File: config.mk
export PLATFORM = sky130hd
export DESIGN_NAME = rmp_resonant_pwm
export DESIGN_NICKNAME = d
export VERILOG_FILES = /design/src/rmp_resonant_pwm.v /design/src/rmp_sample_tick.v /design/src/rmp_aux_pwm.v
export VERILOG_INCLUDE_DIRS = /design/src
export SDC_FILE = /design/constraint.sdc
export NUM_CORES = 1
export LEC_CHECK = 0
export BUFFER_PORTS_ARGS = -buffer_cell sky130_fd_sc_hd__clkbuf_2
export CORE_MARGIN = 2
export CORE_UTILIZATION = 56
export DETAILED_ROUTE_END_ITERATION = 10
export GPL_TIMING_DRIVEN = 1
export PLACE_DENSITY_LB_ADDON = 0.1
export SYNTH_ARGS = -nofsm -noshare
export SYNTH_HDL_FRONTEND = slang
export SYNTH_SLANG_ARGS = --single-unit
File: constraint.sdc
create_clock -name clk -period 7.9 [get_ports clk]
set_input_delay 1.185 -clock clk [delete_from_list [all_inputs] [get_ports clk]]
set_output_delay 1.185 -clock clk [all_outputs]
set_load 0.03 [all_outputs]
File: src/rmp_defines.vh
// Constants shared by the resonant mode PWM timing block.
`ifndef RMP_DEFINES_VH
`define RMP_DEFINES_VH

// ******************************************************
// Register addresses.
// ******************************************************
`define RMP_ADDR_FSEL 8'h40
`define RMP_ADDR_RISE 8'h41
`define RMP_ADDR_LOWF_HI 8'h42
`define RMP_ADDR_AFALL 8'h43
`define RMP_ADDR_LOWF_LO 8'h44
`define RMP_ADDR_HIGHF_HI 8'h46
`define RMP_ADDR_HIGHF_LO 8'h48
`define RMP_ADDR_BURST 8'h4A
`define RMP_ADDR_STATUS 8'h3E

// ******************************************************
// Field layouts, codes and reset values.
// ******************************************************
`define RMP_REG_RESET 8'h00
`define RMP_RESONANT_CODE 6'h3F
`define RMP_BURST_HYST 13'h0010
`define RMP_LEAD_BIT 7

// ******************************************************
// Timing constants.
// ******************************************************
`define RMP_LSB_NS 19'h00005
`define RMP_CLK_NS 16'h0008
`define RMP_SAMPLE_NS 2500
`define RMP_SAMPLE_CYC (`RMP_SAMPLE_NS / `RMP_CLK_NS)
`define RMP_AUX_PERIOD_NS 10000
`define RMP_AUX_HIGH_NS 5000
`define RMP_AUX_PERIOD_CYC (`RMP_AUX_PERIOD_NS / `RMP_CLK_NS)
`define RMP_AUX_HIGH_CYC (`RMP_AUX_HIGH_NS / `RMP_CLK_NS)

`endif

File: src/rmp_resonant_pwm.v
// Resonant mode variable frequency PWM timing with burst control.
`timescale 1ns/1ps
`default_nettype none
`include "rmp_defines.vh"

// Functional notes
// - Dead times and edge delays step 5 ns per count.
// - Longest period is {0x42, 0x44[7:4]} in 5 ns units.
// - Shortest period is {0x46, 0x48[7:4]} in 5 ns units.
// - Output below reference lowers the switching frequency.
// - Feedback is sampled at a fixed 400 kHz rate.
// - Soft start ramps reference from highest frequency, loop closed.
// - Bits 7:6 of 0x4A enable burst operation.
// - Burst entry count is shortest period plus twice 0x4A[5:0].
// - Burst exit count is entry count plus sixteen.
// - Period shorter than entry count stops drives, enters burst.
// - Period longer than exit count restarts drives, leaves burst.
// - Auxiliary drive only gives fixed frequency, fixed duty pulses.
// - Fault response matches the fixed frequency mode.
// - Resonant mode when 0x40[5:0] is all ones.
// - 0x41 delays drive A rise from cycle start, 0 to 1275 ns.
// - Drive duty cycle stays fixed as frequency moves; the code keeps the ns edge delays fixed instead, so duty varies with period.
// - Drives A, B in first half only; C, D in second half.
module rmp_resonant_pwm #(
  parameter PW = 12,
  parameter FRAC = 4
) (
  input wire clk,
  input wire srst,
  input wire [7:0] reg_addr,
  input wire [7:0] reg_wdata,
  input wire reg_we,
  output reg [7:0] reg_rdata,
  input wire pwm_enable,
  input wire fault_in,
  input wire [11:0] vref_target,
  input wire [11:0] vsense,
  output reg drive_a,
  output reg drive_b,
  output reg drive_c,
  output reg drive_d,
  output wire aux_drive,
  output reg burst_active,
  output reg soft_start_done,
  output reg fault_flag
);
  localparam AW = PW + FRAC;

  // ******************************************************
  // Helper functions.
  // ******************************************************

  // Joins an eight bit upper byte and a nibble into a period count.
  function [11:0] join_count;
    input [7:0] hi;
    input [7:0] lo;
    begin
      join_count = {hi, lo[7:4]};
    end
  endfunction

  // Converts a count of 5 ns steps into nanoseconds.
  function [15:0] to_ns;
    input [11:0] n;
    reg [18:0] p;
    begin
      p = {7'h00, n} * `RMP_LSB_NS;
      to_ns = p[15:0];
    end
  endfunction

  // ******************************************************
  // Register bank.
  // ******************************************************
  reg [7:0] fsel_q;
  reg [7:0] rise_q;
  reg [7:0] lowf_hi_q;
  reg [7:0] afall_q;
  reg [7:0] lowf_lo_q;
  reg [7:0] highf_hi_q;
  reg [7:0] highf_lo_q;
  reg [7:0] burst_q;

  // Stores software writes; unmapped addresses are ignored.
  always @(posedge clk) begin
    if (srst) begin
      fsel_q <= `RMP_REG_RESET;
      rise_q <= `RMP_REG_RESET;
      lowf_hi_q <= `RMP_REG_RESET;
      afall_q <= `RMP_REG_RESET;
      lowf_lo_q <= `RMP_REG_RESET;
      highf_hi_q <= `RMP_REG_RESET;
      highf_lo_q <= `RMP_REG_RESET;
      burst_q <= `RMP_REG_RESET;
    end else if (reg_we) begin
      case (reg_addr)
        `RMP_ADDR_FSEL: fsel_q <= reg_wdata;
        `RMP_ADDR_RISE: rise_q <= reg_wdata;
        `RMP_ADDR_LOWF_HI: lowf_hi_q <= reg_wdata;
        `RMP_ADDR_AFALL: afall_q <= reg_wdata;
        `RMP_ADDR_LOWF_LO: lowf_lo_q <= reg_wdata;
        `RMP_ADDR_HIGHF_HI: highf_hi_q <= reg_wdata;
        `RMP_ADDR_HIGHF_LO: highf_lo_q <= reg_wdata;
        `RMP_ADDR_BURST: burst_q <= reg_wdata;
        default: ;
      endcase
    end
  end

  // ******************************************************
  // Mode, limits and thresholds.
  // ******************************************************
  wire resonant;
  wire running;
  wire burst_en;
  wire [11:0] max_per;
  wire [11:0] min_per;
  wire [12:0] entry_cnt;
  wire [12:0] exit_cnt;

  assign resonant = (fsel_q[5:0] == `RMP_RESONANT_CODE);
  assign max_per = join_count(lowf_hi_q, lowf_lo_q);
  assign min_per = join_count(highf_hi_q, highf_lo_q);
  assign burst_en = (burst_q[7:6] != 2'b00);
  // Entry uses twice the offset; exit adds fixed hysteresis.
  assign entry_cnt = {1'b0, min_per} + {6'h00, burst_q[5:0], 1'b0};
  assign exit_cnt = entry_cnt + `RMP_BURST_HYST;

  // Faults stop the stage in resonant mode exactly as in fixed mode.
  assign running = resonant && pwm_enable && !fault_flag;

  // Latches a fault until the stage is disabled; a new fault wins.
  always @(posedge clk) begin
    if (srst) begin
      fault_flag <= 1'b0;
    end else if (fault_in) begin
      fault_flag <= 1'b1;
    end else if (!pwm_enable) begin
      fault_flag <= 1'b0;
    end
  end

  // ******************************************************
  // Feedback loop and soft start.
  // ******************************************************
  wire sample_tick;
  reg [11:0] ref_q;
  reg [AW-1:0] acc_q;
  reg [AW-1:0] acc_d;
  reg [AW:0] acc_up;
  reg [11:0] err_mag;
  wire [11:0] req_per;
  reg [11:0] clamp_per;

  rmp_sample_tick #(
    .DIV(`RMP_SAMPLE_CYC)
  ) u_tick (
    .clk(clk),
    .srst(srst),
    .tick(sample_tick)
  );

  // Integrating filter: a low output stretches the period.
  always @* begin
    acc_up = {1'b0, acc_q};
    err_mag = 12'h000;
    acc_d = acc_q;
    if (ref_q > vsense) begin
      err_mag = ref_q - vsense;
      acc_up = {1'b0, acc_q} + {{(AW-11){1'b0}}, err_mag};
      acc_d = acc_up[AW] ? {AW{1'b1}} : acc_up[AW-1:0];
    end else begin
      err_mag = vsense - ref_q;
      if (acc_q < {{(AW-12){1'b0}}, err_mag}) begin
        acc_d = {AW{1'b0}};
      end else begin
        acc_d = acc_q - {{(AW-12){1'b0}}, err_mag};
      end
    end
  end

  // Steps the reference ramp and the filter once per sample.
  always @(posedge clk) begin
    if (srst || !running) begin
      ref_q <= 12'h000;
      acc_q <= {min_per, {FRAC{1'b0}}};
      soft_start_done <= 1'b0;
    end else if (sample_tick) begin
      if (ref_q < vref_target) begin
        ref_q <= ref_q + 12'h001;
      end else begin
        ref_q <= vref_target;
      end
      soft_start_done <= (ref_q == vref_target);
      acc_q <= acc_d;
    end
  end

  // The period the loop asks for, before any limit is applied.
  assign req_per = acc_q[FRAC +: PW];

  // Limits the requested period to the programmed window.
  always @* begin
    if (req_per < min_per) begin
      clamp_per = min_per;
    end else if (req_per > max_per) begin
      clamp_per = max_per;
    end else begin
      clamp_per = req_per;
    end
  end

  // ******************************************************
  // Burst operation.
  // ******************************************************

  // Enters on a short requested period and leaves on a long one.
  always @(posedge clk) begin
    if (srst || !running || !burst_en) begin
      burst_active <= 1'b0;
    end else if (sample_tick) begin
      if (!burst_active && ({1'b0, req_per} < entry_cnt)) begin
        burst_active <= 1'b1;
      end else if (burst_active && ({1'b0, req_per} > exit_cnt)) begin
        burst_active <= 1'b0;
      end
    end
  end

  // ******************************************************
  // Switching cycle timebase.
  // ******************************************************
  reg [15:0] phase_q;
  reg [15:0] per_ns_q;
  wire [15:0] phase_nx;
  wire [15:0] half_ns;
  wire wrap;

  assign phase_nx = phase_q + `RMP_CLK_NS;
  assign wrap = (phase_nx >= per_ns_q);
  assign half_ns = {1'b0, per_ns_q[15:1]};

  // Tracks time within the cycle in ns; the period loads at wrap, and resets to min_per while stopped.
  always @(posedge clk) begin
    if (srst || !running) begin
      phase_q <= 16'h0000;
      per_ns_q <= to_ns(min_per);
    end else if (wrap) begin
      phase_q <= phase_nx - per_ns_q;
      per_ns_q <= to_ns(clamp_per);
    end else begin
      phase_q <= phase_nx;
    end
  end

  // ******************************************************
  // Drive edge placement.
  // ******************************************************
  wire [15:0] rise_ns;
  wire [15:0] fall_mag_ns;
  reg [15:0] a_fall_ns;
  reg [15:0] c_rise_ns;
  reg [15:0] c_fall_ns;
  reg first_on;
  reg second_on;

  // Dead times are fixed in ns, so the duty cycle within the half-cycle split varies with period.
  assign rise_ns = to_ns({4'h0, rise_q});
  assign fall_mag_ns = afall_q[`RMP_LEAD_BIT] ?
    to_ns(12'h100 - {4'h0, afall_q}) : to_ns({4'h0, afall_q});

  // Places the falling edge of A around the midpoint, then mirrors C.
  always @* begin
    if (afall_q[`RMP_LEAD_BIT]) begin
      a_fall_ns = (half_ns > fall_mag_ns) ? half_ns - fall_mag_ns
                                          : 16'h0000;
    end else begin
      a_fall_ns = half_ns + fall_mag_ns;
    end
    c_rise_ns = half_ns + rise_ns;
    c_fall_ns = a_fall_ns + half_ns;
    first_on = (phase_q >= rise_ns) && (phase_q < a_fall_ns) &&
               (phase_q < half_ns);
    second_on = (phase_q >= c_rise_ns) && (phase_q < c_fall_ns) &&
                (phase_q >= half_ns) && (phase_q < per_ns_q);
  end

  // Registers the drives; burst and faults hold drives A, B, C and D low.
  always @(posedge clk) begin
    if (srst || !running || burst_active) begin
      drive_a <= 1'b0;
      drive_b <= 1'b0;
      drive_c <= 1'b0;
      drive_d <= 1'b0;
    end else begin
      drive_a <= first_on;
      drive_b <= first_on;
      drive_c <= second_on;
      drive_d <= second_on;
    end
  end

  // ******************************************************
  // Auxiliary drive.
  // ******************************************************

  // Fixed waveform only; it ignores the loop entirely.
  rmp_aux_pwm #(
    .PERIOD(`RMP_AUX_PERIOD_CYC),
    .HIGH(`RMP_AUX_HIGH_CYC)
  ) u_aux (
    .clk(clk),
    .srst(srst),
    .enable(running),
    .aux_out(aux_drive)
  );

  // ******************************************************
  // Register read back.
  // ******************************************************

  // Returns the addressed register; unmapped addresses read as zero.
  always @(posedge clk) begin
    if (srst) begin
      reg_rdata <= 8'h00;
    end else begin
      case (reg_addr)
        `RMP_ADDR_FSEL: reg_rdata <= fsel_q;
        `RMP_ADDR_RISE: reg_rdata <= rise_q;
        `RMP_ADDR_LOWF_HI: reg_rdata <= lowf_hi_q;
        `RMP_ADDR_AFALL: reg_rdata <= afall_q;
        `RMP_ADDR_LOWF_LO: reg_rdata <= lowf_lo_q;
        `RMP_ADDR_HIGHF_HI: reg_rdata <= highf_hi_q;
        `RMP_ADDR_HIGHF_LO: reg_rdata <= highf_lo_q;
        `RMP_ADDR_BURST: reg_rdata <= burst_q;
        `RMP_ADDR_STATUS: reg_rdata <= {4'h0, fault_flag,
          soft_start_done, burst_active, resonant};
        default: reg_rdata <= 8'h00;
      endcase
    end
  end
endmodule // rmp_resonant_pwm
`default_nettype wire

File: src/rmp_sample_tick.v
// Fixed rate enable pulse that paces the feedback sampling.
`timescale 1ns/1ps
`default_nettype none
module rmp_sample_tick #(
  parameter DIV = 312
) (
  input wire clk,
  input wire srst,
  output reg tick
);
  reg [15:0] cnt_q;

  // Counts down one sampling interval and pulses at its end.
  always @(posedge clk) begin
    if (srst) begin
      cnt_q <= 16'h0000;
      tick <= 1'b0;
    end else if (cnt_q == 16'h0000) begin
      cnt_q <= DIV[15:0] - 16'h0001;
      tick <= 1'b1;
    end else begin
      cnt_q <= cnt_q - 16'h0001;
      tick <= 1'b0;
    end
  end
endmodule // rmp_sample_tick
`default_nettype wire

File: src/rmp_aux_pwm.v
// Fixed frequency, fixed duty waveform for the auxiliary drive.
`timescale 1ns/1ps
`default_nettype none
module rmp_aux_pwm #(
  parameter PERIOD = 1250,
  parameter HIGH = 625
) (
  input wire clk,
  input wire srst,
  input wire enable,
  output reg aux_out
);
  reg [15:0] cnt_q;

  // Free running period counter; the output is high for the first part.
  always @(posedge clk) begin
    if (srst || !enable) begin
      cnt_q <= 16'h0000;
      aux_out <= 1'b0;
    end else begin
      if (cnt_q == PERIOD[15:0] - 16'h0001) begin
        cnt_q <= 16'h0000;
      end else begin
        cnt_q <= cnt_q + 16'h0001;
      end
      aux_out <= (cnt_q < HIGH[15:0]);
    end
  end
endmodule // rmp_aux_pwm
`default_nettype wire

==> results of run 1 <==
what timing repair did:
action	CTS	global route
pin swaps	0	9
setup endpoints to repair	1	1
gates resized for setup	4	25
cloned	0	1
buffers inserted	0	5
synth_stat cells, types with 14 or more instances:
master	n	share of area, %
xor2_1	62	2.8
inv_1	175	3.4
nand4_1	29	0.94
mux2i_1	56	2.9
clkbuf_1	65	1.3
o21ai_0	78	2.0
nor4_1	32	1.0
o21ai_1	19	0.49
and3_1	23	0.74
edfxtp_1	27	4.2
xnor2_1	101	4.6
nor3_1	43	1.1
nand3_1	81	2.1
a211oi_1	25	0.97
nand2_1	166	3.2
o21a_1	36	1.4
a31oi_1	26	0.84
a21o_1	69	2.7
a2111oi_0	16	0.72
o211ai_1	18	0.70
ha_1	341	22
a21oi_1	188	4.9
nor2_1	208	4.0
o21bai_1	14	0.54
nand2b_1	22	0.71
fa_1	15	1.6
or3_1	22	0.71
nor2b_1	23	0.74
o22ai_1	14	0.45
dfxtp_1	143	15
a22oi_1	14	0.54
through the flow:
step	setup TNS (ns)	instance area (sq um)	total power, W	hold WS (ns)	util [%]
2_1_floorplan	0	19360	0.001191	0.4294	-
3_3_place_gp	0	20040	0.001260	0.4383	58.44
3_5_place_dp	-0.06135	20040	0.001268	0.4434	58.44
4_1_cts	0	20700	0.002191	0.4550	60.36
5_1_grt	-0.01514	20860	0.002267	0.4763	60.85
6_report	0	20860	0.002190	0.4526	60.85
worst paths after layout:
path	start	endpoint	slack (ns)	depth (start not counted)
min reg2reg	highf_lo_q[3]	highf_lo_q[3]	0.45	2
max reg2reg	afall_q[1]	drive_d	0.47	36
min	highf_lo_q[3]	highf_lo_q[3]	0.45	2
max	afall_q[1]	drive_d	0.47	36
report_power, final:
part / internal [W] / leakage, nW / switching, W
Clock: 0.000496 / 0.315 / 0.000440
Combinational: 0.000129 / 7.59 / 0.000195
Sequential: 0.000905 / 1.49 / 0.0000249
registers in the layout, indices dropped and copies added, names as in the netlist:
signal           flops
reg_rdata            8
burst_active         1
drive_b              1
phase_q             16
u_tick.cnt_q        16
highf_lo_q           8
lowf_lo_q            8
u_tick.tick          1
acc_q               16
rise_q               8
per_ns_q            15
u_aux.aux_out        1
ref_q               12
soft_start_done      1
highf_hi_q           8
afall_q              8
u_aux.cnt_q         16
lowf_hi_q            8
fsel_q               8
drive_d              1
fault_flag           1
burst_q              8
routing by layer:
metal	vias up	share of wire [%]	global-route usage, %	wire (um)
met2	495	49	52.37	26050
li1	8835	-	-	-
met1	8378	44	37.85	23500
met4	0	2.4	9.243	1291
met5	-	0	0	0
met3	98	5.0	3.671	2652
final cells by class:
| type | count | area, sq um | share of cell area, % |
|---|---|---|---|
| clock buffer | 18 | 439.2 | 2.105 |
| timing repair buffer | 84 | 480.5 | 2.303 |
| tap | 455 | 569.3 | 2.729 |
| sequential | 170 | 3684 | 17.66 |
| inverter | 177 | 664.4 | 3.184 |
| clock inverter | 14 | 203.9 | 0.9775 |
| multi-input combinational | 1958 | 14820 | 71.05 |
cell families after synthesis:
logic type               synth area share, %
XOR/XNOR                               7.372
adder cells (fa/ha/maj)                23.58
buffers and inverters                  5.227
AO/OA/AOI/OAI                          22.28
multiplexers                           4.523
other                                0.03878
AND/OR/NAND/NOR                        18.00
flip-flops                             18.97
worst register-to-register path, delay by kind of cell (launching register included):
family | cells | cell delay [ns]
adders and majority gates | 6 | 1.93
buffers and inverters | 3 | 0.36
DFF | 1 | 0.41
and+or+nand+nor | 7 | 0.83
AOI/OAI and AO/OA | 18 | 3.53
xor gates and xnor gates | 2 | 0.30
==> results.cfg, run 1 <==
[synth]
syn_nets = 2791
synth_area_sq_mm = 0.01936
synth_edf_count = 27
synth_seq_cells = 170
ys_types = 96
syn_avg_cell_area_sq_um = 8.102
synthArstFlopShare_pct = 0
syn_inst = 2390
synth_flop_cell = dfxtp_1
yosysSeqAreaShare_pct = 18.97
yosys_warnings = 0

[global_route]
grt_max_degree = 76
grt_pass1_wl_um = 87170
grt_usage_pct = 29.75
grt_overflow = 0
antenna_found_initial = 1
grt_pass1_vias = 17320

[clock_tree]
cts_buffer_depth = 2
cts-htree-levels = 4
clock_sinks = 170
clk_latency_ns = 0.46
holdBufCountCts = 0
cts_tree = built
clk_pin_slew_ns = 0.07
root_buffer = clkbuf_16
cts_made_buffers = 17

[setup_path]
critPathLaunchType = register
crit_path_max_incr_delay_ns = 0.44
critical_path.top_delay_family = compound AO/OA/AOI/OAI gates
crit_type = reg2reg
worstPathMaxFanout = 10
required_ns = 8.26
end_kind = register
cp.arrival_ns = 7.80
critPathSlowestCell = ha_2
cp_num_buf_inv = 3

[sta]
setup_violations = 0
fmax_ghz = 0.1345
post-route-min-period_ns = 7.435
max_slew_margin_pct = 10.75
finalCritPeriodShare_pct = 94.11
timing.final.ws_setup_ns = 0.4655
tightest_slew_ns = 1.328
drv_slew = 0
hold_violations = 0
clock_skew_ns = 0.01772

[placed_design]
dpl.hpwl_um = 41190
dp_slack_ns = -0.06135
io_buffers = 60
place_inst = 2838
gp_congestion = 0.8940

[die]
fp.dieW_um = 190.0
die_y_um = 190.0
design.core.area_sq_mm = 0.03429
initial_core_util_pct = 56.48
rows = 68
io_pins = 61
die_area_sq_mm = 0.03608

[routing]
totalWireLength_um = 53490
vias = 17810
first_pass_iters = 5
drtIter0Drc = 1443
drc = 0
via_per_inst = 6.191
drtAntennaViolNets = 0
wire_per_inst_um = 18.60

[layout]
layout_commonest_cell = ha_1
syn_to_final_growth_pct = 7.741
final_cells = 2876
antenna_cells = 0
drive_above_1_share_pct = 7.765
fillers = 3092
layout_common_cells = ha_1 (338), nor2_1 (207), a21oi_1 (185)
nets = 2809

[outcome]
status = finished, final reports clean

[power_and_ir_drop]
ir_drop_mv = 0.1574
leakagePower_nw = 9.391
pwr_density_cell_mw_per_mm2 = 105.0

[run]
max_cap_violations = 0

[min_path]
min_path_type = reg2reg
Note: power is estimated with default switching activity, not from simulation.
==> run 2: changes to the inputs <==
==> constraint.sdc (replaced) <==
create_clock -name clk -period 7.9 [get_ports clk]
set_input_delay 1.975 -clock clk [delete_from_list [all_inputs] [get_ports clk]]
set_output_delay 1.975 -clock clk [all_outputs]
set_load 0.03 [all_outputs]
==> results.cfg, run 2 (synthesis results as in run 1) <==
[global_route]
grt_usage_pct = 29.84
grt_pass1_wl_um = 87070
grt_pass1_vias = 16870
grt_overflow = 0
antenna_found_initial = 0
grt_max_degree = 76

[min_path]
worst_hold_path.num_cells = 2
worstHoldStart = highf_lo_q[2]
min_path_type = reg2reg
min_to = highf_lo_q[2]

[setup_path]
critPathLaunchType = register
crit_type = reg2reg
crit_path_max_incr_delay_ns = 0.40
worst-r2r-setup-slack_ns = 0.42
required_ns = 8.27
cp.arrival_ns = 7.85
rr_worst_depth = 34
end_kind = register
worstPathMaxFanout = 12
regToRegEndpoint = drive_d
critPathSlowestCell = fa_2
cp_common_cell = ha_1
worstReg2RegStart = afall_q[0]

[clock_tree]
cts_made_buffers = 17
clk_latency_ns = 0.46
root_buffer = clkbuf_16
clk_pin_slew_ns = 0.08
cts-htree-levels = 4
clock_sinks = 170
cts_buffer_depth = 2
cts_tree = built

[routing]
first_pass_iters = 10
drtAntennaViolNets = 0
vias = 17890
drc = 0
wire_per_inst_um = 18.64
drtIter0Drc = 1271
totalWireLength_um = 53810
via_per_inst = 6.198

[sta]
post-route-min-period_ns = 7.480
tightest_slew_ns = 0.9026
fmax_ghz = 0.1337
setup_tns_ns = 0
setup_violations = 0
drv_slew = 0
clock_skew_ns = 0.01891
finalCritPeriodShare_pct = 94.68
max_slew_margin_pct = 38.27
hold_violations = 0
hold_slack_ns = 0.4624

[layout]
syn_to_final_growth_pct = 8.619
drive_above_1_share_pct = 8.882
layout_commonest_cell = ha_1
fin_util_pct = 61.35
layout_common_cells = ha_1 (335), nor2_1 (207), a21oi_1 (183)
nets = 2820
fillers = 3104
antenna_cells = 0

[die]
die_y_um = 190.0
die_area_sq_mm = 0.03608
fp.dieW_um = 190.0
design.core.area_sq_mm = 0.03429
rows = 68
initial_core_util_pct = 56.48
io_pins = 61

[outcome]
status = finished, final reports clean

[power_and_ir_drop]
pwr_density_cell_mw_per_mm2 = 101.8
ir_drop_mv = 0.1489
leakagePower_nw = 9.463

[run]
max_cap_violations = 0

[placed_design]
io_buffers = 60
dpl.hpwl_um = 41510
gp_congestion = 0.9099
run 2: how the worst max path moves through the flow:
stage	startpoint	end	slack, ns	cells past startpoint
after floorplan	afall_q[0]	drive_d	0.66	36
after detailed placement	afall_q[1]	drive_d	-0.07	37
after global placement	afall_q[1]	drive_d	0.17	37
final	afall_q[0]	drive_d	0.42	34
after global routing	afall_q[1]	drive_d	-0.1	35
after CTS	afall_q[0]	drive_d	0.05	34
run 2: worst max-delay path, delay by kind of cell, from the launching register on:
family / cells / cell delay [ns]
and+or+nand+nor: 8 / 1.31
DFF: 1 / 0.39
xor gates and xnor gates: 2 / 0.28
buffers and inverters: 2 / 0.30
AOI/OAI and AO/OA: 16 / 3.36
adders and majority gates: 6 / 1.75
run 2: area by class of cell:
type | count | area (sq um) | share of cell area [%]
Inverter | 177 | 664.4 | 3.159
Clock buffer | 17 | 425.4 | 2.022
Sequential cell | 170 | 3689 | 17.54
Multi-Input combinational cell | 1958 | 14920 | 70.95
Clock inverter | 15 | 196.4 | 0.9339
Tap cell | 455 | 569.3 | 2.707
Timing Repair Buffer | 95 | 566.8 | 2.695
run 2: repair_timing:
item | in CTS | in global routing
setup buffers | 2 | 15
endpoints found under the setup margin | 1 | 1
pin swaps | 1 | 22
gates resized for setup | 3 | 50
cloned | 0 | 1
hold buffers | 0 | 0
run 2: power by group:
part	internal [W]	switching [W]	total, W
clock	0.000433	0.000454	0.000887
combinational	0.000130	0.000195	0.000325
sequential	0.000905	0.0000247	0.000930
total	0.00147	0.000674	0.00214
run 2: per-stage QoR:
step / instances / power [W] / cell area (sq um) / setup WS (ns)
finish: 2887 / 0.002142 / 21030 / 0.4204
global route: 2887 / 0.002234 / 21030 / -0.09650
CTS: 2871 / 0.002151 / 20680 / 0.05241
detailed placement: 2837 / 0.001269 / 20030 / -0.07063
global placement: 2837 / 0.001260 / 20030 / 0.1741
floorplan: 2390 / 0.001191 / 19360 / 0.6589
run 2: per-layer routing:
layer	share of wire, %	track usage (%)
met5	0	0
met4	2.1	8.378
met3	4.6	3.099
met2	48	52.33
met1	45	38.84
